**config.mk**
```make
export PLATFORM = sky130hd
export DESIGN_NAME = sysctl_reset_clock
export DESIGN_NICKNAME = d
export VERILOG_FILES = /design/src/core/sysctl_pkg.sv /design/src/core/sysctl_reset_clock.sv
export VERILOG_INCLUDE_DIRS = /design/src /design/src/core
export SDC_FILE = /design/constraint.sdc
export NUM_CORES = 1
export LEC_CHECK = 0
export BUFFER_PORTS_ARGS = -buffer_cell sky130_fd_sc_hd__buf_2
export CAP_MARGIN = 0
export CELL_PAD_IN_SITES_DETAIL_PLACEMENT = 2
export CELL_PAD_IN_SITES_GLOBAL_PLACEMENT = 2
export CORE_UTILIZATION = 34
export CTS_BUF_LIST = sky130_fd_sc_hd__clkbuf_16
export DETAILED_ROUTE_END_ITERATION = 8
export PLACE_DENSITY_LB_ADDON = 0.1
export SLEW_MARGIN = 20
export SYNTH_ARGS = -nofsm -noshare
export SYNTH_HDL_FRONTEND = slang
export SYNTH_SLANG_ARGS = --single-unit
```
**constraint.sdc**
```tcl
create_clock -name aclk -period 3 [get_ports aclk]
set_clock_uncertainty 0.1 [all_clocks]
set_input_delay 0.9 -clock aclk [delete_from_list [all_inputs] [get_ports aclk]]
set_output_delay 0.9 -clock aclk [all_outputs]
set_load 0.005 [all_outputs]
```
**src/core/sysctl_params.svh**
```systemverilog
`ifndef SYSCTL_PARAMS_SVH
`define SYSCTL_PARAMS_SVH

// register offsets (byte addresses, one aligned word each)
`define SC_OFF_PBOR       8'h00
`define SC_OFF_CAUSE      8'h04
`define SC_OFF_SOFT0      8'h08
`define SC_OFF_SOFT1      8'h0c
`define SC_OFF_SOFT2      8'h10
`define SC_OFF_MAIN_OSC   8'h14
`define SC_OFF_REGUL      8'h18
`define SC_OFF_RUN_CFG    8'h1c
`define SC_OFF_WDLOAD     8'h20
`define SC_OFF_WDCTL      8'h24

// por_brownout_control fields
`define SC_BOR_EN_BIT     1

// reset_cause_record fields
`define SC_CAUSE_EXT      0
`define SC_CAUSE_POR      1
`define SC_CAUSE_BOR      2
`define SC_CAUSE_WDT      3
`define SC_CAUSE_SW       4
`define SC_CAUSE_OSC_FAIL 16
`define SC_CAUSE_W        17

// main_osc_control fields
`define SC_CHECK_EN_BIT   0

// run_clock_config fields and reset value
`define SC_RUN_CFG_SKIP_BIT 11
`define SC_RUN_CFG_SRC_LSB  4
`define SC_RUN_CFG_SRC_MSB  5
`define SC_RUN_CFG_EXT_LSB  28
`define SC_RUN_CFG_EXT_MSB  30
`define SC_RUN_CFG_USE_EXT  31
`define SC_RUN_CFG_RESET    32'h0000_0810

// clock source codes
`define SC_SRC_MAIN       2'h0
`define SC_SRC_INT        2'h1
`define SC_SRC_INT_DIV4   2'h2
`define SC_SRC_LF30K      2'h3
`define SC_SRC_EXT_RTC    3'h7

// watchdog control fields
`define SC_WD_RUN_BIT     0
`define SC_WD_RSTEN_BIT   1
`define SC_WD_INT_BIT     2

// timing
`define SC_CLK_MHZ        100
`define SC_RST_HOLD_NS    200
`define SC_RST_HOLD_CYC   ((`SC_RST_HOLD_NS * `SC_CLK_MHZ + 999) / 1000)
`define SC_DIV4_LAST      2'h3

// bus answers
`define SC_RESP_OKAY      2'h0
`define SC_RESP_SLVERR    2'h2

`endif

```
**src/core/sysctl_pkg.sv**
```systemverilog
package sysctl_pkg;
  typedef enum logic [2:0] {
    SRC_MAIN,
    SRC_INT,
    SRC_INT_DIV4,
    SRC_LF30K,
    SRC_RTC,
    SRC_PLL
  } clk_src_t;

  typedef enum logic [1:0] {
    SW_RUN,
    SW_DRAIN,
    SW_WAIT
  } clk_sw_state_t;
endpackage

```
**src/core/sysctl_reset_clock.sv**
```systemverilog
`include "sysctl_params.svh"
module sysctl_reset_clock #(
  parameter int SOFT_REGS = 3,
  parameter int TRIM_W    = 8
) (
  input  wire logic                    aclk,
  input  wire logic                    aresetn,
  input  wire logic [7:0]              awaddr,
  input  wire logic                    awvalid,
  output logic                         awready,
  input  wire logic [31:0]             wdata,
  input  wire logic [3:0]              wstrb,
  input  wire logic                    wvalid,
  output logic                         wready,
  output logic [1:0]                   bresp,
  output logic                         bvalid,
  input  wire logic                    bready,
  input  wire logic [7:0]              araddr,
  input  wire logic                    arvalid,
  output logic                         arready,
  output logic [31:0]                  rdata,
  output logic [1:0]                   rresp,
  output logic                         rvalid,
  input  wire logic                    rready,
  input  wire logic                    ext_reset_n,
  input  wire logic                    brownout_detect,
  input  wire logic                    core_system_reset_request,
  input  wire logic                    osc_fail_detect,
  input  wire logic                    nmi_pin,
  input  wire logic                    nmi_pin_enable,
  input  wire logic                    main_osc_tick,
  input  wire logic                    internal_osc_tick,
  input  wire logic                    lf30k_osc_tick,
  input  wire logic                    rtc_osc_tick,
  input  wire logic                    pll_tick,
  output logic                         core_reset_n,
  output logic [32*SOFT_REGS-1:0]      periph_reset_n,
  output logic                         nmi_out,
  output logic                         brownout_irq,
  output logic                         watchdog_irq,
  output logic [TRIM_W-1:0]            regulator_voltage_trim,
  output logic                         osc_check_enable,
  output logic                         pll_enable,
  output logic                         system_clock_en,
  output logic [2:0]                   clock_source_active
);

  // ---------------- register state ----------------
  logic                      bor_en_reg, bor_en_next;
  logic [`SC_CAUSE_W-1:0]    cause_reg, cause_next;
  logic [31:0]               soft_reg [SOFT_REGS], soft_next [SOFT_REGS];
  logic                      check_en_reg, check_en_next;
  logic [TRIM_W-1:0]         trim_reg, trim_next;
  logic [31:0]               run_cfg_reg, run_cfg_next;
  logic [31:0]               wd_load_reg, wd_load_next;
  logic                      wd_run_reg, wd_run_next;
  logic                      wd_rsten_reg, wd_rsten_next;
  logic                      wd_int_reg, wd_int_next;
  logic [31:0]               wd_cnt_reg, wd_cnt_next;
  logic                      wd_rst_req_reg, wd_rst_req_next;
  logic                      osc_nmi_reg, osc_nmi_next;
  logic                      bvalid_reg, bvalid_next;
  logic [1:0]                bresp_reg, bresp_next;
  logic                      rvalid_reg, rvalid_next;
  logic [1:0]                rresp_reg, rresp_next;
  logic [31:0]               rdata_reg, rdata_next;

  logic        wr_fire, rd_fire, sys_rst;
  logic [31:0] rd_word;
  logic        rd_hit;
  logic        bor_src, osc_src, req_any, wd_zero;

  function automatic logic [31:0] merge(input logic [31:0] old, input logic [31:0] d,
                                        input logic [3:0] be);
    logic [31:0] r;
    r = old;
    for (int i = 0; i < 4; i++) begin
      if (be[i]) begin
        r[8*i +: 8] = d[8*i +: 8];
      end
    end
    return r;
  endfunction

  // write address and data are taken together, only with no answer pending
  assign awready = awvalid & wvalid & ~bvalid_reg;
  assign wready  = awready;
  assign arready = ~rvalid_reg;
  assign wr_fire = awready;
  assign rd_fire = arvalid & arready;
  assign bvalid  = bvalid_reg;
  assign bresp   = bresp_reg;
  assign rvalid  = rvalid_reg;
  assign rresp   = rresp_reg;
  assign rdata   = rdata_reg;

  assign bor_src = brownout_detect & bor_en_reg;
  assign osc_src = osc_fail_detect & check_en_reg;
  assign wd_zero = wd_run_reg & (wd_cnt_reg == 32'h0);

  always_comb begin
    rd_hit  = 1'b1;
    rd_word = 32'h0;
    case (araddr)
      `SC_OFF_PBOR:   rd_word[`SC_BOR_EN_BIT] = bor_en_reg;
      `SC_OFF_CAUSE:  rd_word[`SC_CAUSE_W-1:0] = cause_reg;
      `SC_OFF_SOFT0:  rd_word = soft_reg[0];
      `SC_OFF_SOFT1:  rd_word = soft_reg[1];
      `SC_OFF_SOFT2:  rd_word = soft_reg[2];
      `SC_OFF_MAIN_OSC: rd_word[`SC_CHECK_EN_BIT] = check_en_reg;
      `SC_OFF_REGUL:  rd_word[TRIM_W-1:0] = trim_reg;
      `SC_OFF_RUN_CFG: rd_word = run_cfg_reg;
      `SC_OFF_WDLOAD: rd_word = wd_load_reg;
      `SC_OFF_WDCTL: begin
        rd_word[`SC_WD_RUN_BIT]   = wd_run_reg;
        rd_word[`SC_WD_RSTEN_BIT] = wd_rsten_reg;
        rd_word[`SC_WD_INT_BIT]   = wd_int_reg;
      end
      default:        rd_hit = 1'b0;
    endcase
  end

  // ---------------- registers, watchdog, cause record ----------------
  always_comb begin
    logic [31:0] wv;
    logic        hit;
    logic [31:0] cw;
    wv            = 32'h0;
    hit           = 1'b0;
    cw            = 32'h0;
    bor_en_next   = bor_en_reg;
    cause_next    = cause_reg;
    soft_next     = soft_reg;
    check_en_next = check_en_reg;
    trim_next     = trim_reg;
    run_cfg_next  = run_cfg_reg;
    wd_load_next  = wd_load_reg;
    wd_run_next   = wd_run_reg;
    wd_rsten_next = wd_rsten_reg;
    wd_int_next   = wd_int_reg;
    wd_cnt_next   = wd_cnt_reg;
    wd_rst_req_next = 1'b0;
    osc_nmi_next  = osc_nmi_reg;
    bvalid_next   = bvalid_reg & ~bready;
    bresp_next    = bresp_reg;
    rvalid_next   = rvalid_reg & ~rready;
    rresp_next    = rresp_reg;
    rdata_next    = rdata_reg;

    if (wr_fire) begin
      hit = 1'b1;
      case (awaddr)
        `SC_OFF_PBOR: begin
          wv = merge({31'h0, bor_en_reg} << `SC_BOR_EN_BIT, wdata, wstrb);
          bor_en_next = wv[`SC_BOR_EN_BIT];
        end
        // write one to clear a cause bit
        `SC_OFF_CAUSE:  cw = merge(32'h0, wdata, wstrb);
        `SC_OFF_SOFT0:  soft_next[0] = merge(soft_reg[0], wdata, wstrb);
        `SC_OFF_SOFT1:  soft_next[1] = merge(soft_reg[1], wdata, wstrb);
        `SC_OFF_SOFT2:  soft_next[2] = merge(soft_reg[2], wdata, wstrb);
        `SC_OFF_MAIN_OSC: begin
          wv = merge({31'h0, check_en_reg}, wdata, wstrb);
          check_en_next = wv[`SC_CHECK_EN_BIT];
        end
        `SC_OFF_REGUL: begin
          wv = merge(32'(trim_reg), wdata, wstrb);
          trim_next = wv[TRIM_W-1:0];
        end
        `SC_OFF_RUN_CFG: run_cfg_next = merge(run_cfg_reg, wdata, wstrb);
        `SC_OFF_WDLOAD: begin
          wd_load_next = merge(wd_load_reg, wdata, wstrb);
          wd_cnt_next  = wd_load_next;
        end
        `SC_OFF_WDCTL: begin
          wv = merge(32'h0, wdata, wstrb);
          wd_run_next   = wv[`SC_WD_RUN_BIT];
          wd_rsten_next = wv[`SC_WD_RSTEN_BIT];
          if (wv[`SC_WD_INT_BIT]) begin
            wd_int_next = 1'b0;
          end
        end
        default: hit = 1'b0;
      endcase
      bvalid_next = 1'b1;
      bresp_next  = hit ? `SC_RESP_OKAY : `SC_RESP_SLVERR;
    end

    if (rd_fire) begin
      rvalid_next = 1'b1;
      rresp_next  = rd_hit ? `SC_RESP_OKAY : `SC_RESP_SLVERR;
      rdata_next  = rd_word;
    end

    // watchdog: decrement, first zero raises flag, second zero resets
    if (wd_run_reg) begin
      if (wd_zero) begin
        wd_cnt_next = wd_load_reg;
        // timeout beats a software clear in the same cycle
        wd_int_next = 1'b1;
        if (wd_int_reg && wd_rsten_reg) begin
          wd_rst_req_next = 1'b1;
        end
      end else if (!(wr_fire && awaddr == `SC_OFF_WDLOAD)) begin
        wd_cnt_next = wd_cnt_reg - 32'h1;
      end
    end

    // cause record: software clear first, hardware set wins
    cause_next = cause_reg & ~cw[`SC_CAUSE_W-1:0];
    if (cw[`SC_CAUSE_OSC_FAIL]) begin
      osc_nmi_next = 1'b0;
    end
    if (!ext_reset_n) begin
      cause_next = '0;
      cause_next[`SC_CAUSE_EXT] = 1'b1;
    end else if (osc_src) begin
      // power-on class: other causes are dropped
      cause_next = '0;
      cause_next[`SC_CAUSE_OSC_FAIL] = 1'b1;
      osc_nmi_next = 1'b1;
    end else begin
      if (bor_src) begin
        cause_next[`SC_CAUSE_BOR] = 1'b1;
      end
      if (core_system_reset_request) begin
        cause_next[`SC_CAUSE_SW] = 1'b1;
      end
      if (wd_rst_req_reg) begin
        cause_next[`SC_CAUSE_WDT] = 1'b1;
      end
    end

    // system reset stops the watchdog, clears its flag and enables, reloads its counter from the load value, and clears the soft resets
    if (sys_rst) begin
      wd_run_next   = 1'b0;
      wd_rsten_next = 1'b0;
      wd_int_next   = 1'b0;
      wd_cnt_next   = wd_load_reg;
      for (int i = 0; i < SOFT_REGS; i++) begin
        soft_next[i] = 32'h0;
      end
    end
  end

  always_ff @(posedge aclk) begin
    if (!aresetn) begin
      bor_en_reg     <= 1'b0;
      cause_reg      <= `SC_CAUSE_W'(1) << `SC_CAUSE_POR;
      for (int i = 0; i < SOFT_REGS; i++) begin
        soft_reg[i]  <= 32'h0;
      end
      check_en_reg   <= 1'b0;
      trim_reg       <= '0;
      run_cfg_reg    <= `SC_RUN_CFG_RESET;
      wd_load_reg    <= 32'h0;
      wd_run_reg     <= 1'b0;
      wd_rsten_reg   <= 1'b0;
      wd_int_reg     <= 1'b0;
      wd_cnt_reg     <= 32'h0;
      wd_rst_req_reg <= 1'b0;
      osc_nmi_reg    <= 1'b0;
      bvalid_reg     <= 1'b0;
      bresp_reg      <= `SC_RESP_OKAY;
      rvalid_reg     <= 1'b0;
      rresp_reg      <= `SC_RESP_OKAY;
      rdata_reg      <= 32'h0;
    end else begin
      bor_en_reg     <= bor_en_next;
      cause_reg      <= cause_next;
      soft_reg       <= soft_next;
      check_en_reg   <= check_en_next;
      trim_reg       <= trim_next;
      run_cfg_reg    <= run_cfg_next;
      wd_load_reg    <= wd_load_next;
      wd_run_reg     <= wd_run_next;
      wd_rsten_reg   <= wd_rsten_next;
      wd_int_reg     <= wd_int_next;
      wd_cnt_reg     <= wd_cnt_next;
      wd_rst_req_reg <= wd_rst_req_next;
      osc_nmi_reg    <= osc_nmi_next;
      bvalid_reg     <= bvalid_next;
      bresp_reg      <= bresp_next;
      rvalid_reg     <= rvalid_next;
      rresp_reg      <= rresp_next;
      rdata_reg      <= rdata_next;
    end
  end

  // ---------------- reset sequencing ----------------
  logic        core_rst_n_reg, core_rst_n_next;
  logic [7:0]  hold_reg, hold_next;
  logic [32*SOFT_REGS-1:0] prst_n_reg, prst_n_next;
  logic        nmi_reg, nmi_next;

  // brown-out, only while bor_en_reg is set, behaves like the pin and holds while it persists
  assign req_any = ~ext_reset_n | bor_src | core_system_reset_request
                 | wd_rst_req_reg | osc_src;
  assign sys_rst = ~core_rst_n_reg;

  always_comb begin
    hold_next       = hold_reg;
    core_rst_n_next = core_rst_n_reg;
    if (req_any) begin
      hold_next       = 8'(`SC_RST_HOLD_CYC);
      core_rst_n_next = 1'b0;
    end else if (hold_reg != 8'h0) begin
      hold_next = hold_reg - 8'h1;
    end else begin
      core_rst_n_next = 1'b1;
    end
    // one bit per unit drives every clock domain of that unit
    for (int i = 0; i < SOFT_REGS; i++) begin
      prst_n_next[32*i +: 32] = ~soft_reg[i] & {32{core_rst_n_reg}};
    end
    // pin only counts once routed as the alternate function
    nmi_next = (nmi_pin & nmi_pin_enable) | (osc_nmi_reg & core_rst_n_reg);
  end

  always_ff @(posedge aclk) begin
    if (!aresetn) begin
      hold_reg       <= 8'(`SC_RST_HOLD_CYC);
      core_rst_n_reg <= 1'b0;
      prst_n_reg     <= '0;
      nmi_reg        <= 1'b0;
    end else begin
      hold_reg       <= hold_next;
      core_rst_n_reg <= core_rst_n_next;
      prst_n_reg     <= prst_n_next;
      nmi_reg        <= nmi_next;
    end
  end

  // ---------------- clock source selection ----------------
  sysctl_pkg::clk_src_t      want_src, cur_reg, cur_next;
  sysctl_pkg::clk_sw_state_t sw_reg, sw_next;
  logic [1:0] div4_reg, div4_next;
  logic [5:0] tick;
  logic       sclk_en_reg, sclk_en_next;

  always_comb begin
    div4_next = internal_osc_tick ? div4_reg + 2'h1 : div4_reg;
    tick = '0;
    tick[sysctl_pkg::SRC_MAIN]     = main_osc_tick;
    tick[sysctl_pkg::SRC_INT]      = internal_osc_tick;
    tick[sysctl_pkg::SRC_INT_DIV4] = internal_osc_tick & (div4_reg == `SC_DIV4_LAST);
    tick[sysctl_pkg::SRC_LF30K]    = lf30k_osc_tick;
    tick[sysctl_pkg::SRC_RTC]      = rtc_osc_tick;
    tick[sysctl_pkg::SRC_PLL]      = pll_tick;
    if (!run_cfg_reg[`SC_RUN_CFG_SKIP_BIT]) begin
      want_src = sysctl_pkg::SRC_PLL;
    end else if (run_cfg_reg[`SC_RUN_CFG_USE_EXT] &&
                 run_cfg_reg[`SC_RUN_CFG_EXT_MSB:`SC_RUN_CFG_EXT_LSB] == `SC_SRC_EXT_RTC) begin
      want_src = sysctl_pkg::SRC_RTC;
    end else begin
      case (run_cfg_reg[`SC_RUN_CFG_SRC_MSB:`SC_RUN_CFG_SRC_LSB])
        `SC_SRC_MAIN:     want_src = sysctl_pkg::SRC_MAIN;
        `SC_SRC_INT:      want_src = sysctl_pkg::SRC_INT;
        `SC_SRC_INT_DIV4: want_src = sysctl_pkg::SRC_INT_DIV4;
        `SC_SRC_LF30K:    want_src = sysctl_pkg::SRC_LF30K;
        default:          want_src = sysctl_pkg::SRC_INT;
      endcase
    end
    // drain the old period, then start on a whole period of the new one
    cur_next = cur_reg;
    sw_next  = sw_reg;
    case (sw_reg)
      sysctl_pkg::SW_RUN: begin
        if (want_src != cur_reg) begin
          sw_next = sysctl_pkg::SW_DRAIN;
        end
      end
      sysctl_pkg::SW_DRAIN: begin
        if (tick[cur_reg]) begin
          sw_next = sysctl_pkg::SW_WAIT;
        end
      end
      sysctl_pkg::SW_WAIT: begin
        if (tick[want_src]) begin
          cur_next = want_src;
          sw_next  = sysctl_pkg::SW_RUN;
        end
      end
      default: sw_next = sysctl_pkg::SW_RUN;
    endcase
    sclk_en_next = (sw_reg == sysctl_pkg::SW_RUN) && (want_src == cur_reg) && tick[cur_reg];
  end

  always_ff @(posedge aclk) begin
    if (!aresetn) begin
      div4_reg    <= 2'h0;
      cur_reg     <= sysctl_pkg::SRC_INT;
      sw_reg      <= sysctl_pkg::SW_RUN;
      sclk_en_reg <= 1'b0;
    end else begin
      div4_reg    <= div4_next;
      cur_reg     <= cur_next;
      sw_reg      <= sw_next;
      sclk_en_reg <= sclk_en_next;
    end
  end

  assign core_reset_n           = core_rst_n_reg;
  assign periph_reset_n         = prst_n_reg;
  assign nmi_out                = nmi_reg;
  assign brownout_irq           = brownout_detect & ~bor_en_reg;
  assign watchdog_irq           = wd_int_reg;
  assign regulator_voltage_trim = trim_reg;
  assign osc_check_enable       = check_en_reg;
  assign pll_enable             = ~run_cfg_reg[`SC_RUN_CFG_SKIP_BIT];
  assign system_clock_en        = sclk_en_reg;
  assign clock_source_active    = cur_reg;
endmodule

```
== Word level (Yosys, flattened, before mapping) ==
Index checks and enable logic that the tools add are counted.
Word-level totals
  bits in registers: 376
  bits of input ports: 70
  word-level logic and storage cells: 207
  output and inout bits: 155
Operators by class
  muxes and demuxes: 56
  reduce and logical (&&, ||, !) cells: 41
  bitwise logic cells: 33
  $lt $le $gt $ge: 2
  equal/unequal tests: 30
  add/sub/neg operators: 3
Operator list (number)
  $mux 32: 6
  $and 32x32->32: 3
  $not 32->32: 3
  $pmux 15 s5: 1
  $eq 8x5->1 const B: 8
  $reduce_and 3->1: 21
  $pmux 9 s6: 1
  $mux 8: 6
  $pmux 5 s7: 1
  $mux 17: 2
  $eq 8x4->1 const B: 4
  $eq 8x6->1 const B: 4
  $logic_not 32->1: 1
  $sub 32x1->32 const B: 1
  $mux 1: 20
  $reduce_or 10->1: 2
  $pmux 1 s9: 2
  $and 17x17->17: 1
  $not 17->17: 1
  $eq 8x3->1 const B: 2
  $logic_not 8->1: 2
  $mux 2: 7
  $and 1x1->1: 12
  $mux 12: 1
  other kinds (22): 53

== Logic depth before layout (Yosys ltp) ==
Gate-level depths: netlist of run 1.
  word-level depth: 8
  mapped depth: 9
  gate-level depth less buffers: 8

== Worst setup path before layout of run 1 ==
No wires, ideal clock.
  path type: input to register
  start: in awaddr[4]
  end: reg wd_cnt_reg[16]
  buffers on the path: 3
  path slack: 0.152 ns
  arrival time: 2.631 ns
  library setup time: 0.117 ns
  data required time: 2.783 ns
  cell stages on the path: 7
  cells stage by stage: nor4b_1 -> and3_1 -> clkbuf_1 -> buf_2 -> buf_2 -> nand2_1 -> a32o_1
Between the ends
  cells in the longest elaborated chain, start to end: 7
  elaborated cells on any way between the ends: 8
  classes of those cells: eq/ne: 1; mux: 6; reduce/logical: 1
RTL lines
  start: declaration: RTL line sysctl_reset_clock.sv:8  | input wire logic [7:0] awaddr,
  $eq 8x6->1 *: RTL line sysctl_reset_clock.sv:152  | case (awaddr)
  $mux 32: RTL line sysctl_reset_clock.sv:152
  $mux 32: RTL line sysctl_reset_clock.sv:150  | if (wr_fire) begin
  $mux 32: RTL line sysctl_reset_clock.sv:204  | end else if (!(wr_fire && awaddr == `SC_OFF_WDLOAD)) begin
  $mux 32: RTL line sysctl_reset_clock.sv:197  | if (wd_zero) begin
  $mux 32 *: RTL line sysctl_reset_clock.sv:196  | if (wd_run_reg) begin
  $mux 32 *: RTL line sysctl_reset_clock.sv:235  | if (sys_rst) begin
  end signal: assignment: RTL line sysctl_reset_clock.sv:279  | wd_cnt_reg <= wd_cnt_next;
  end: declaration: RTL line sysctl_reset_clock.sv:59  | logic [31:0] wd_cnt_reg, wd_cnt_next;
Every way passes the cells marked *; elsewhere a longest branch is shown, timed or not.
A chain may end at the register's enable or synchronous reset.

== Worst setup path in the final report of run 1 ==
  start: in wvalid
  end: out wready
Between the ends
  cells in the longest elaborated chain, start to end: 2
RTL lines
  start: declaration: RTL line sysctl_reset_clock.sv:13  | input wire logic wvalid,
  $and 1x1->1 (2 in a row): RTL line sysctl_reset_clock.sv:86  | assign awready = awvalid & wvalid & ~bvalid_reg;
  end: declaration: RTL line sysctl_reset_clock.sv:14  | output logic wready,
Every way passes these cells.

==> results summary, run 1 <==
In this run the remaining antenna-violating nets after routing total 0. The share of cells above drive strength 1 is 0.1997. The synthesized design contains 0 enable-type register cells. The first detailed-routing pass ran for 5 iterations. In this run, placement finished with an instance count of 2563. The final layout net count is roughly 2100. The critical path data arrival time came out at 1.76 ns. The buffer count from post-CTS setup fixing came out at 0.

The worst hold margin came out at 0.3398 ns. Entering global routing, the biggest net connects 82 pins. Summed over all cells, the static leakage comes to between 8 and 9 nW. Dividing the detail-routed via count by the number of cells gives between 5 and 6. The clock tree buffer depth came out at 3. TritonCTS created 44 clock buffers. The final routed wire length divided by cell count came out at approximately 25 um. The synthesized-area fraction occupied by and/or/nand/nor cells is 0.2004. The total routed wirelength came out at 64.74 mm.

The half-perimeter wire length of the detailed placement result is around 48 mm. The met1 routed wirelength after detailed routing came out at between 20 and 30 mm. The number of levels the H-tree was split into came out at 2. The total number of yosys warnings came out at 0. The final critical-path required period came out at 2.763 ns. The final cell count without fillers came out at 2640. Counting stages on the worst path, the most repeated cell is sky130_fd_sc_hd__buf_2.

The worst setup path is captured at a primary output. The final count of hold timing violations came out at 0. The global-route wire length before repair is 97.50 mm.

Setup repair after global routing left no endpoint under its margin. The final total negative setup slack came out at 0 ns. The count of inserted antenna diode cells came out at 0. The number of top-level pins came out at 225. From bottom edge to top edge, the die measures 214.8 um. The fraction of registers with async set or reset after synthesis is 0. The all-layer global routing usage came out at 0.2779. The starting density of the core is 0.3467. The wire length on met2 came out at about 32 mm.

The global-route congestion overflow total came out at 0. Among cell families on the critical path, the largest total delay comes from buffers and inverters. The number of buffers and inverters on the critical path is 3.

The die extent in x is about 210 um. The slack of the critical path is about 0.24 ns. The power density of the placed cells came out at 559.7 mW/mm^2. The standard-cell row count is 77. The slowest stage of the critical path belongs to the cell sky130_fd_sc_hd__and3b_1. The clock net in this run drives a total of 374 sinks. The port buffer count came out at around 220. The flip-flop and latch count after synthesis is 374.

The floorplan step defined a die boundary enclosing 0.04615 mm^2. The path type of the worst setup path is input pin to primary output. The post-synthesis share of cell area spent on full adders, half adders and majority gates came out at 0.002437. For the worst setup path, the data required time is 2.00 ns. The number of antenna violations at the first check in global routing is 1. The most used flip-flop cell after synthesis is sky130_fd_sc_hd__dfxtp_1. The tightest min-delay check is of the flop to flop type.

The count of max-cap constraint violations is 0. For the worst-skew pair, the clock arrives at the later sink with an insertion delay of 0.58 ns. The number of library cell types mapped by synthesis came out at 74. The run finished with clean final reports. The clock transition at the registers of the reported paths is 0.06 ns.

The core area came out at between 0.04 and 0.05 mm^2. The average cell area after synthesis came out at 8.696 um^2. The final critical-path share of the clock period is 0.9211. The sequential element share of the synthesized area is 0.4862. The signal on the critical path passes through buf_2 -> and3b_1 -> buf_4 -> buf_2. The initial detailed-routing violation count came out at between 800 and 900. The remaining routing DRC violations came out at 0.

Across the VDD grid, the largest voltage drop is roughly 350 uV. Of the total synthesized cell area, the portion taken by XOR and XNOR cells is 0.01592. The final setup violation count is 0.

The compound-cell area share of the yosys netlist is 0.1488. The largest driver fanout on the critical path is 4. The synthesized netlist occupies a cell area of 0.01540 mm^2.

The routability congestion estimate from global placement is a little over 0.9. After synthesis, the largest family of logic cells by area is simple AND/OR/NAND/NOR gates. In this design, the stage delay of the slowest critical-path cell is 0.43 ns. The total number of vias is 14550. The worst setup timing slack at the placement stage came out at about 0.061 ns. The number of pins exceeding their max-slew limit in the final report is 0.

The cts-stage hold buffer count came out at 0. The synthesis-to-finish area growth came out at 23.42%. In the detailed route, the total length drawn on met3 is 2.341 mm.

STA classifies the critical path startpoint as an input pin. In this run the top signal layer used is met4. TritonCTS built the clock tree. The number of global-route vias before repair came out at 15700. The transition time at the pin with the least slew margin came out at 0.8273 ns. The worst pin sits at a relative slew slack of 0.4434. The library cell used most frequently in the layout, excluding fill and tap cells, is sky130_fd_sc_hd__dfxtp_1. The number of instances resized during post-cts repair came out at 0.

The utilization after layout came out at 0.4279. Synthesis produced 1771 cells. In this run the clock root is driven by a sky130_fd_sc_hd__clkbuf_16. In the layout the commonest cells are sky130_fd_sc_hd__dfxtp_1 (374), sky130_fd_sc_hd__nor2_1 (318), sky130_fd_sc_hd__buf_2 (222).

The multiplexer fraction of the synthesized cell area is 0.1099. For this run, the top clock speed supported by timing is 361.9 MHz.
==> power by group <==
group          internal [W]  switching (W)
combinational      0.000170       0.000343
sequential          0.00501      0.0000299
clock               0.00288        0.00221
==> worst min-delay path, delay by kind of cell, from the launching register on <==
kind | cells | cell delay [ns]
compound gates | 1 | 0.03
flops | 1 | 0.31
simple gates | 1 | 0.05
==> synth_stat cells, types with 12 or more instances <==
master                     instances  area share
sky130_fd_sc_hd__a211oi_1         13      0.0063
sky130_fd_sc_hd__a21oi_1         149       0.048
sky130_fd_sc_hd__a221oi_1         20       0.011
sky130_fd_sc_hd__a22oi_1          16      0.0078
sky130_fd_sc_hd__a31oi_1          26       0.011
sky130_fd_sc_hd__and3_1           12      0.0049
sky130_fd_sc_hd__buf_1            12      0.0029
sky130_fd_sc_hd__buf_2            14      0.0046
sky130_fd_sc_hd__clkbuf_1         87       0.021
sky130_fd_sc_hd__dfxtp_1         374        0.49
sky130_fd_sc_hd__inv_1            17      0.0041
sky130_fd_sc_hd__mux2i_1         159        0.10
sky130_fd_sc_hd__nand2_1         154       0.038
sky130_fd_sc_hd__nand3_1          75       0.024
sky130_fd_sc_hd__nor2_1          319       0.078
sky130_fd_sc_hd__nor3_1           32       0.010
sky130_fd_sc_hd__nor4_1           19      0.0077
sky130_fd_sc_hd__o21ai_0          86       0.028
sky130_fd_sc_hd__xnor2_1          15      0.0085
sky130_fd_sc_hd__xor2_1           13      0.0074
==> through the flow <==
| step | power, W | instance area [um^2] |
|---|---|---|
| 2_1_floorplan | 0.005352 | 15400 |
| 3_3_place_gp | 0.005644 | 17660 |
| 3_5_place_dp | 0.005655 | 17660 |
| 4_1_cts | 0.01076 | 19010 |
| 5_1_grt | 0.01099 | 19010 |
| 6_report | 0.01064 | 19010 |
==> metal layers <==
layer | GRT usage | up-vias
met3 | 0.03539 | 141
li1 | - | 6716
met2 | 0.4853 | 384
met5 | 0 | -
met1 | 0.3365 | 7313
met4 | 0.1343 | 0
==> cell families after synthesis <==
group                      Yosys count
and+or+nand+nor                    686
AOI/OAI and AO/OA                  376
DFF                                374
muxes                              167
buffers and inverters              136
xor gates and xnor gates            28
adders and majority gates            3
other                                1
==> layout make-up <==
type | instances | area (um^2)
Timing Repair Buffer | 318 | 1982
Multi-Input combinational cell | 1262 | 7385
Inverter | 17 | 63.81
Tap cell | 592 | 740.7
Clock buffer | 45 | 1126
Sequential cell | 374 | 7487
Clock inverter | 32 | 221.5
Fill cell | 4891 | 25410
==> worst paths after layout <==
kind / to / startpoint / depth (start not counted) / slack [ns]
worst max-delay path: wready / wvalid / 4 / 0.24
worst min-delay path: cause_reg[9]$_SDFF_PP0_ / cause_reg[9]$_SDFF_PP0_ / 2 / 0.34
worst max register to register: wd_cnt_reg[29]$_SDFF_PN0_ / wd_cnt_reg[22]$_SDFF_PN0_ / 6 / 0.33
worst min register to register: cause_reg[9]$_SDFF_PP0_ / cause_reg[9]$_SDFF_PP0_ / 2 / 0.34
(Power assumes the default switching activity.)
==> run 2: changes to the inputs <==
--- a/config.mk
+++ b/config.mk
@@ -6,13 +6,15 @@
 export SDC_FILE = /design/constraint.sdc
 export NUM_CORES = 1
 export LEC_CHECK = 0
+export ABC_AREA = 1
 export BUFFER_PORTS_ARGS = -buffer_cell sky130_fd_sc_hd__buf_2
 export CAP_MARGIN = 0
 export CELL_PAD_IN_SITES_DETAIL_PLACEMENT = 2
 export CELL_PAD_IN_SITES_GLOBAL_PLACEMENT = 2
-export CORE_UTILIZATION = 34
+export CORE_UTILIZATION = 32
 export CTS_BUF_LIST = sky130_fd_sc_hd__clkbuf_16
 export DETAILED_ROUTE_END_ITERATION = 8
+export GPL_TIMING_DRIVEN = 0
 export PLACE_DENSITY_LB_ADDON = 0.1
 export SLEW_MARGIN = 20
 export SYNTH_ARGS = -nofsm -noshare
==> results summary, run 2 <==
The count of max-cap constraint violations came out at 0 (unchanged). The power density of the placed cells is 569.6 mW/mm^2 (+1.8%). The starting density of the core is 0.3249 (-0.02182). The sink count of the clock tree is 374 (unchanged). The final critical-path required period is 2.931 ns (+0.1680 ns). The sequential element share of the synthesized area is 0.4698 (-0.01641). The min-delay analysis places its worst path in the category flop to flop. The global routing stage identified its most utilized layer as met2. The cts-stage hold buffer count was 0 (unchanged). The library cell contributing the largest single delay on the critical path is sky130_fd_sc_hd__clkbuf_1.

The average via count per standard cell came to 5.393 (-2.2%). The number of global-route vias before repair is 18640 (+19%). Ranked by total cell area, the synthesized netlist is headed by sky130_fd_sc_hd__dfxtp_1 (47%), sky130_fd_sc_hd__nand2_1 (10%), sky130_fd_sc_hd__nor2_1 (8.7%).

The buffer count from post-CTS setup fixing came out at 0 (unchanged). The total routed wirelength came out at 80.14 mm (+24%). The proportion of power drawn by flip-flops and latches is 0.457 (-0.016). The met1 usage was 0.3974 (+0.06091). The utilization after layout came out at 0.3941 (-0.03378). The most used flip-flop cell after synthesis is sky130_fd_sc_hd__dfxtp_1.

The clock insertion delay at the later pin of the skew report is 0.60 ns (+0.02 ns). The delay of the slowest cell on the worst path is 0.68 ns (+0.25 ns). The total number of vias came out at 17390 (+19%).

The average cell area after synthesis was 7.052 um^2 (-19%). The number of top-level pins is 225 (unchanged). The flip-flop and latch count after synthesis is 374 (unchanged). The number of library cell types mapped by synthesis came out at 42 (-43%). Traced cell by cell, the critical path runs through clkbuf_1 -> nand2_1 -> inv_2 -> clkbuf_1 -> o21ai_0 -> a21oi_1. The maximum number of pins on one net before global-route repair is 14 (-83%). The number of routed nets with antenna violations is 0 (unchanged). The number of instances resized during post-cts repair came out at 0 (unchanged).

The half-perimeter wire length of the detailed placement result came out at 61.60 mm (+29%). The clock tree buffer depth came out at 3 (unchanged). The commonest cells after synthesis are sky130_fd_sc_hd__nand2_1 (430), sky130_fd_sc_hd__dfxtp_1 (374), sky130_fd_sc_hd__nor2_1 (370).

The library cell used most frequently in the layout, excluding fill and tap cells, is sky130_fd_sc_hd__nand2_1. The full die area is 0.05070 mm^2 (+9.9%). The most repeated cell in the gate-level netlist after synthesis is sky130_fd_sc_hd__nand2_1. The area of the multi-input gates is 0.007178 mm^2 (-2.8%). The setup path with the least slack is of type flop to flop. The endpoint type of the worst setup path is a flop. The worst setup timing slack at the placement stage came out at -0.4935 ns (-0.5542 ns).

The synthesis-to-finish area growth is 21.31%. The finished layout cell area came out at 0.01933 mm^2 (+1.7%). The met3 global-route usage came out at 0.03794 (+0.002554).

The worst setup path is launched from a flop. The total standard cell area after synthesis came out at 0.01594 mm^2 (+3.5%). The fraction of registers with async set or reset after synthesis came out at 0 (unchanged). The routability congestion estimate from global placement came out at 0.9333 (+0.61%). The vertical die dimension is 225.2 um (+4.8%). The final routed wire length divided by cell count came out at 24.85 um (+1.3%).

The final total negative setup slack was 0 ns (unchanged). The flow ran to the end, and the final reports show no timing, DRC or antenna violations. The critical path data arrival time is 3.34 ns (+1.58 ns). The core area came out at 0.04905 mm^2 (+10%).

TritonCTS built the clock tree. The standard-cell row count came out at 81 (+5.2%). The register area was 0.007487 mm^2 (unchanged). The combinational share of power is 0.041 (-0.007).

The TritonCTS buffer count came out at 44 (unchanged). The number of fill cells in the layout is 5897 (+21%). The maximum ir drop on the vdd rail is 348.3 uV (-0.81%). The standby leakage power is 8.753 nW (+3.6%). The power dissipated by switching net loads came out at 0.002652 W (+2.9%). The global-route wire length before repair came out at 117.9 mm (+21%). The all-layer global routing usage came out at 0.3151 (+0.03719). The remaining routing DRC violations came out at 0 (unchanged). The clock transition at the registers of the reported paths is 0.06 ns (about the same).

The endpoint required time on the critical path is 3.41 ns (+1.41 ns). The first-pass detailed-route iteration total was 5 (unchanged). In the layout the commonest cells are sky130_fd_sc_hd__nand2_1 (430), sky130_fd_sc_hd__dfxtp_1 (374), sky130_fd_sc_hd__nor2_1 (369). The share of cells above drive strength 1 is 0.1367 (-0.06304). Setup repair after global routing left no endpoint under its margin. The clock group share of total power came to 0.502 (+0.024).

The cell area after placement is 0.01787 mm^2 (+1.2%). The synthesized netlist cell count came out at 2260 (+28%). The number of antenna violations at the first check in global routing came to 1 (unchanged). The number of synthesized flops with an enable pin is 0 (unchanged). The largest driver fanout on the critical path came to 10 (+6). The worst setup slack for register-to-register paths came out at 0.07 ns (-0.26 ns). The final layout net count came out at 2599 (+24%). The headroom to the max-slew limit was 0.2775 (-0.1659). Clock tree synthesis selected as its root buffer the cell sky130_fd_sc_hd__clkbuf_16.

The leading area contributor after synthesis is sky130_fd_sc_hd__dfxtp_1. Counting stages on the worst path, the most repeated cell is sky130_fd_sc_hd__clkbuf_1. The met2 capacity usage during global routing came out at 0.5406 (+0.05529).

The number of pins exceeding their max-slew limit in the final report came to 0 (unchanged). The die extent in x came out at 225.2 um (+4.8%). The final setup violation count is 0 (unchanged).

The internal power contribution is 0.008361 W (+3.7%). The number of levels the H-tree was split into was 2 (unchanged). The count of inserted antenna diode cells came out at 0 (unchanged). The transition time at the pin with the least slew margin is 1.084 ns (+0.2564 ns). The final critical-path share of the clock period is 0.9771 (+0.05601). The area fraction of the dominant cell type after synthesis came to 0.4698 (-0.01641). The port buffer count came out at 219 (-1.4%).

The total number of yosys warnings came out at 0 (unchanged). The switching share of power is 0.2408 (-0.001553). The final count of hold timing violations came out at 0 (unchanged). The global-route congestion overflow total is 0 (unchanged). The overall power of the completed layout came out at 0.01101 W (+3.5%).

The initial detailed-routing violation count is 1111 (+27%). The slack of the critical path came to 0.06861 ns (-0.1680 ns). The fmax came to 341.1 MHz (-5.7%).
-- run 2: cell types whose count changed in the layout (fill, tap and decap cells not counted), sizes merged, moves of 13 or more --
cell / delta
inv: +190
o21ai: +196
nor4: -19
nor2: +64
nand2: +277
a22oi: -15
a31oi: -15
a21oi: +93
buf: -63
mux2i: -159
clkbuf: +74
xnor2: -13
-- run 2: kinds of logic (layout without fill, tap and decap cells) --
kind of cell	after synthesis	count (layout)	share of synthesized area
flops	374	374	0.4698
fa+ha+maj	3	3	0.002355
other cells	1	2	0.0002353
xor+xnor	6	6	0.003297
simple gates	950	950	0.2412
compound gates	603	603	0.2022
buf+inv	323	623	0.08086
-- run 2: per-stage QoR --
step | instances | hold slack (ns)
floorplan | 2261 | 0.2925
global placement | 3144 | 0.3109
detailed placement | 3144 | 0.3133
CTS | 3225 | 0.3250
global route | 3225 | 0.3458
finish | 3225 | 0.3209
-- run 2: layout make-up --
cell class              count  share of cell area
plain buffers             110             0.02543
clock buffers              45             0.05825
clock inverters            36             0.01676
inverters                 213             0.04135
multi-input cells        1564              0.3713
flip-flops and latches    374              0.3873
well taps                 664             0.04297
repair buffers            219             0.05669
-- run 2: critical path, delay by kind of cell (launching register included) --
kind	cells	cell delay (ns)
buffers and inverters	3	1.59
and+or+nand+nor	1	0.42
AOI/OAI and AO/OA	2	0.40
DFF	1	0.32
-- run 2: worst paths after layout --
kind	start	cells past startpoint	to
setup / recovery	core_reset_n$_SDFFE_PP0N_	6	soft_reg[1]$_SDFFE_PN0P_
hold reg to reg	soft_reg[40]$_SDFFE_PN0P_	1	periph_reset_n[40]$_SDFF_PN0_
hold / removal	soft_reg[40]$_SDFFE_PN0P_	1	periph_reset_n[40]$_SDFF_PN0_
setup reg to reg	core_reset_n$_SDFFE_PP0N_	6	soft_reg[1]$_SDFFE_PN0P_
-- run 2: power groups by stage --
stage	clock, W	sequential [W]	combinational [W]
after CTS	0.00560	0.00503	0.000452
after detailed placement	0	0.00514	0.000448
after global routing	0.00575	0.00503	0.000488
after floorplan	0	0.00513	0.000185
final	0.00553	0.00503	0.000454
after global placement	0	0.00514	0.000435
-- run 2: routing by layer --
layer  vias to the layer above  wire length [um]
met5                         -                11
met4                         2              3232
met3                       160              3411
met2                       493             38900
met1                      8794             34580
li1                       7943                 -
==> run 3: changes to the inputs <==
--- a/config.mk
+++ b/config.mk
@@ -6,12 +6,11 @@
 export SDC_FILE = /design/constraint.sdc
 export NUM_CORES = 1
 export LEC_CHECK = 0
-export ABC_AREA = 1
 export BUFFER_PORTS_ARGS = -buffer_cell sky130_fd_sc_hd__buf_2
 export CAP_MARGIN = 0
 export CELL_PAD_IN_SITES_DETAIL_PLACEMENT = 2
 export CELL_PAD_IN_SITES_GLOBAL_PLACEMENT = 2
-export CORE_UTILIZATION = 32
+export CORE_UTILIZATION = 34
 export CTS_BUF_LIST = sky130_fd_sc_hd__clkbuf_16
 export DETAILED_ROUTE_END_ITERATION = 8
 export GPL_TIMING_DRIVEN = 0
==> results summary, run 3 (same netlist as run 1, synthesis figures left out) <==
The flow ran to the end, and the final reports show no timing, DRC or antenna violations. The final count of hold timing violations is 0 (unchanged). The number of antenna violations at the first check in global routing came to 1 (unchanged). The standby leakage power was 8.182 nW (-6.5%). The largest driver fanout on the critical path came out at 10 (unchanged). The depth of the most critical reg-to-reg path was 5 (-1). The initial detailed-routing violation count is 871 (-22%). The total number of vias is 14960 (-14%). met2 is the most crowded layer.

The met1 usage came to 0.3770 (-0.02040). The all-layer global routing usage came out at 0.3040 (-0.01116). The core area is 0.04441 mm^2 (-9.5%). The critical path data arrival time is 3.31 ns (-0.03 ns). The cell count of the worst hold path came out at 2 (+1).

The remaining routing DRC violations is 0 (unchanged). The met3 global-route usage is 0.04218 (+0.004240). The register area came out at 0.007487 mm^2 (unchanged). STA classifies the critical path startpoint as an input pin. The average via count per standard cell came to 5.633 (+4.4%). The met2 capacity usage during global routing came out at 0.5389 (-0.001678). The final layout net count came to 2109 (-19%). In this run the clock root is driven by a sky130_fd_sc_hd__clkbuf_16. The source of the worst hold timing path is cause_reg[12]$_SDFF_PP0_. TritonCTS built the clock tree. In the layout the commonest cells are sky130_fd_sc_hd__dfxtp_1 (374), sky130_fd_sc_hd__nor2_1 (314), sky130_fd_sc_hd__buf_2 (226).

The end of the worst hold path is cause_reg[12]$_SDFF_PP0_. The transition time at the pin with the least slew margin came out at 0.9787 ns (-0.1051 ns). The clock tree buffer depth came out at 3 (unchanged). The vertical die dimension came out at 214.8 um (-4.6%). The headroom to the max-slew limit came out at 0.3476 (+0.07008). The number of fill cells in the layout came out at 4944 (-16%). The endpoint required time on the critical path came out at 3.34 ns (-0.07 ns).

The starting density of the core is 0.3467 (+0.02182). The worst setup path is captured at a flop. The clock transition at the registers of the reported paths came to 0.06 ns (about the same).

The full die area came out at 0.04615 mm^2 (-9.0%). The synthesis-to-finish area growth came to 21.34% (about the same). The worst setup timing slack at the placement stage is -1.259 ns (-0.7658 ns). The startpoint of the worst register-to-register path is core_reset_n$_SDFFE_PP0N_. The area of the multi-input gates is 0.007458 mm^2 (+3.9%). The number of pins exceeding their max-slew limit in the final report was 0 (unchanged). The port buffer count is 211 (-3.7%). The final setup violation count came out at 0 (unchanged). The standard-cell row count was 77 (-4.9%). The slack of the critical path came out at 0.03280 ns (-0.03581 ns). The fmax is 337.0 MHz (-1.2%). The final routed wire length divided by cell count is 26.72 um (+7.5%). The global-route wire length before repair came to 104.7 mm (-11%). The classification of the worst-slack hold path is flop to flop. The maximum ir drop on the vdd rail is 370.8 uV (+6.5%). The final critical-path share of the clock period is 0.9891 (+0.01194). The first-pass detailed-route iteration total came out at 6 (+1). The utilization after layout came out at 0.4207 (+0.02657). The total routed wirelength is 70.97 mm (-11%). The half-perimeter wire length of the detailed placement result was 53.74 mm (-13%). The routability congestion estimate from global placement came to 0.8897 (-4.7%). The count of max-cap constraint violations was 0 (unchanged). The endpoint identified for the worst register-to-register timing path is periph_reset_n[73]$_SDFF_PN0_. The critical path in this run is classified as input pin to flop.

The cts-stage hold buffer count came to 0 (unchanged). The die extent in x came out at 214.8 um (-4.6%). The most frequent standard cell in the layout excluding fill and tap cells is sky130_fd_sc_hd__dfxtp_1. The overall power of the completed layout was 0.01056 W (-4.2%). The number of global-route vias before repair came to 16110 (-14%). The number of top-level pins came to 225 (unchanged). The clock insertion delay at the later pin of the skew report came out at 0.59 ns (about the same). The share of cells above drive strength 1 was 0.1701 (+0.03348).

The power density of the placed cells is 564.9 mW/mm^2 (-0.84%). The number of routed nets with antenna violations is 0 (unchanged). The worst setup slack for register-to-register paths is 0.18 ns (+0.11 ns).

The number of levels the H-tree was split into was 2 (unchanged). The global-route congestion overflow total is 0 (unchanged). The TritonCTS buffer count came to 43 (-2.3%). The final critical-path required period came out at 2.967 ns (+0.03581 ns).

The maximum number of pins on one net before global-route repair is 13 (-1). The sink count of the clock tree is 374 (unchanged).
[run 3: layout make-up]
type | count | area share
Inverter | 17 | 0.003415
Buffer | 117 | 0.02759
Clock buffer | 43 | 0.05759
Antenna cell | 1 | 0.0001339
Multi-Input combinational cell | 1262 | 0.3992
Sequential cell | 374 | 0.4007
Clock inverter | 29 | 0.01138
Tap cell | 592 | 0.03964
Timing Repair Buffer | 221 | 0.06040
[run 3: stage by stage]
step	TNS (ns)	hold slack, ns	instance area [um^2]	instances
detailed placement	-181.44	0.3271	17230	2576
CTS	-0.1361	0.3391	18580	2647
floorplan	0	0.3108	15400	1772
global placement	-227.33	0.3179	17200	2575
global route	-0.01442	0.3522	18680	2655
finish	0	0.3416	18690	2656
[run 3: timing repair]
| item | CTS | global route |
|---|---|---|
| endpoints found under the setup margin | 159 | 68 |
| pin swaps | 0 | 2 |
| resized for setup | 22 | 16 |
| buffers inserted | 0 | 9 |
[run 3: where the power goes]
part	leakage, nW	internal, W	switching [W]	total [W]
Sequential	3.02	0.00501	0.0000337	0.00504
Clock	0.679	0.00278	0.00222	0.00500
Combinational	4.48	0.000150	0.000370	0.000520
[run 3: worst max-delay path, cell delays in order]
cell	delay [ns]
sky130_fd_sc_hd__buf_2	0.12
sky130_fd_sc_hd__nor4b_2	0.47
sky130_fd_sc_hd__buf_2	0.27
sky130_fd_sc_hd__and3_1	0.17
sky130_fd_sc_hd__clkbuf_1	0.30
sky130_fd_sc_hd__buf_2	0.33
sky130_fd_sc_hd__clkbuf_4	0.32
sky130_fd_sc_hd__nand2_1	0.20
sky130_fd_sc_hd__nand2_1	0.15
sky130_fd_sc_hd__a21oi_1	0.07
[run 3: worst max path at each step]
stage | from | end | slack (ns) | cells after the start
global route | awaddr[1] | wd_cnt_reg[4]$_SDFF_PN0_ | -0.01 | 7
finish | awaddr[4] | wd_load_reg[5]$_SDFFE_PN0P_ | 0.03 | 10
detailed placement | araddr[2] | rdata[28]$_SDFFE_PN0P_ | -1.26 | 7
floorplan | awaddr[4] | wd_cnt_reg[16]$_SDFF_PN0_ | 0.15 | 7
CTS | bvalid$_SDFF_PN0_ | wready | -0.07 | 4
global placement | awaddr[4] | wd_cnt_reg[14]$_SDFF_PN0_ | -1.37 | 6
[run 3: metal layers]
| metal | up-vias | part of all wire |
|---|---|---|
| li1 | 6754 | - |
| met1 | 7670 | 0.43 |
| met2 | 428 | 0.50 |
| met3 | 108 | 0.045 |
| met4 | 0 | 0.028 |
| met5 | - | 0 |
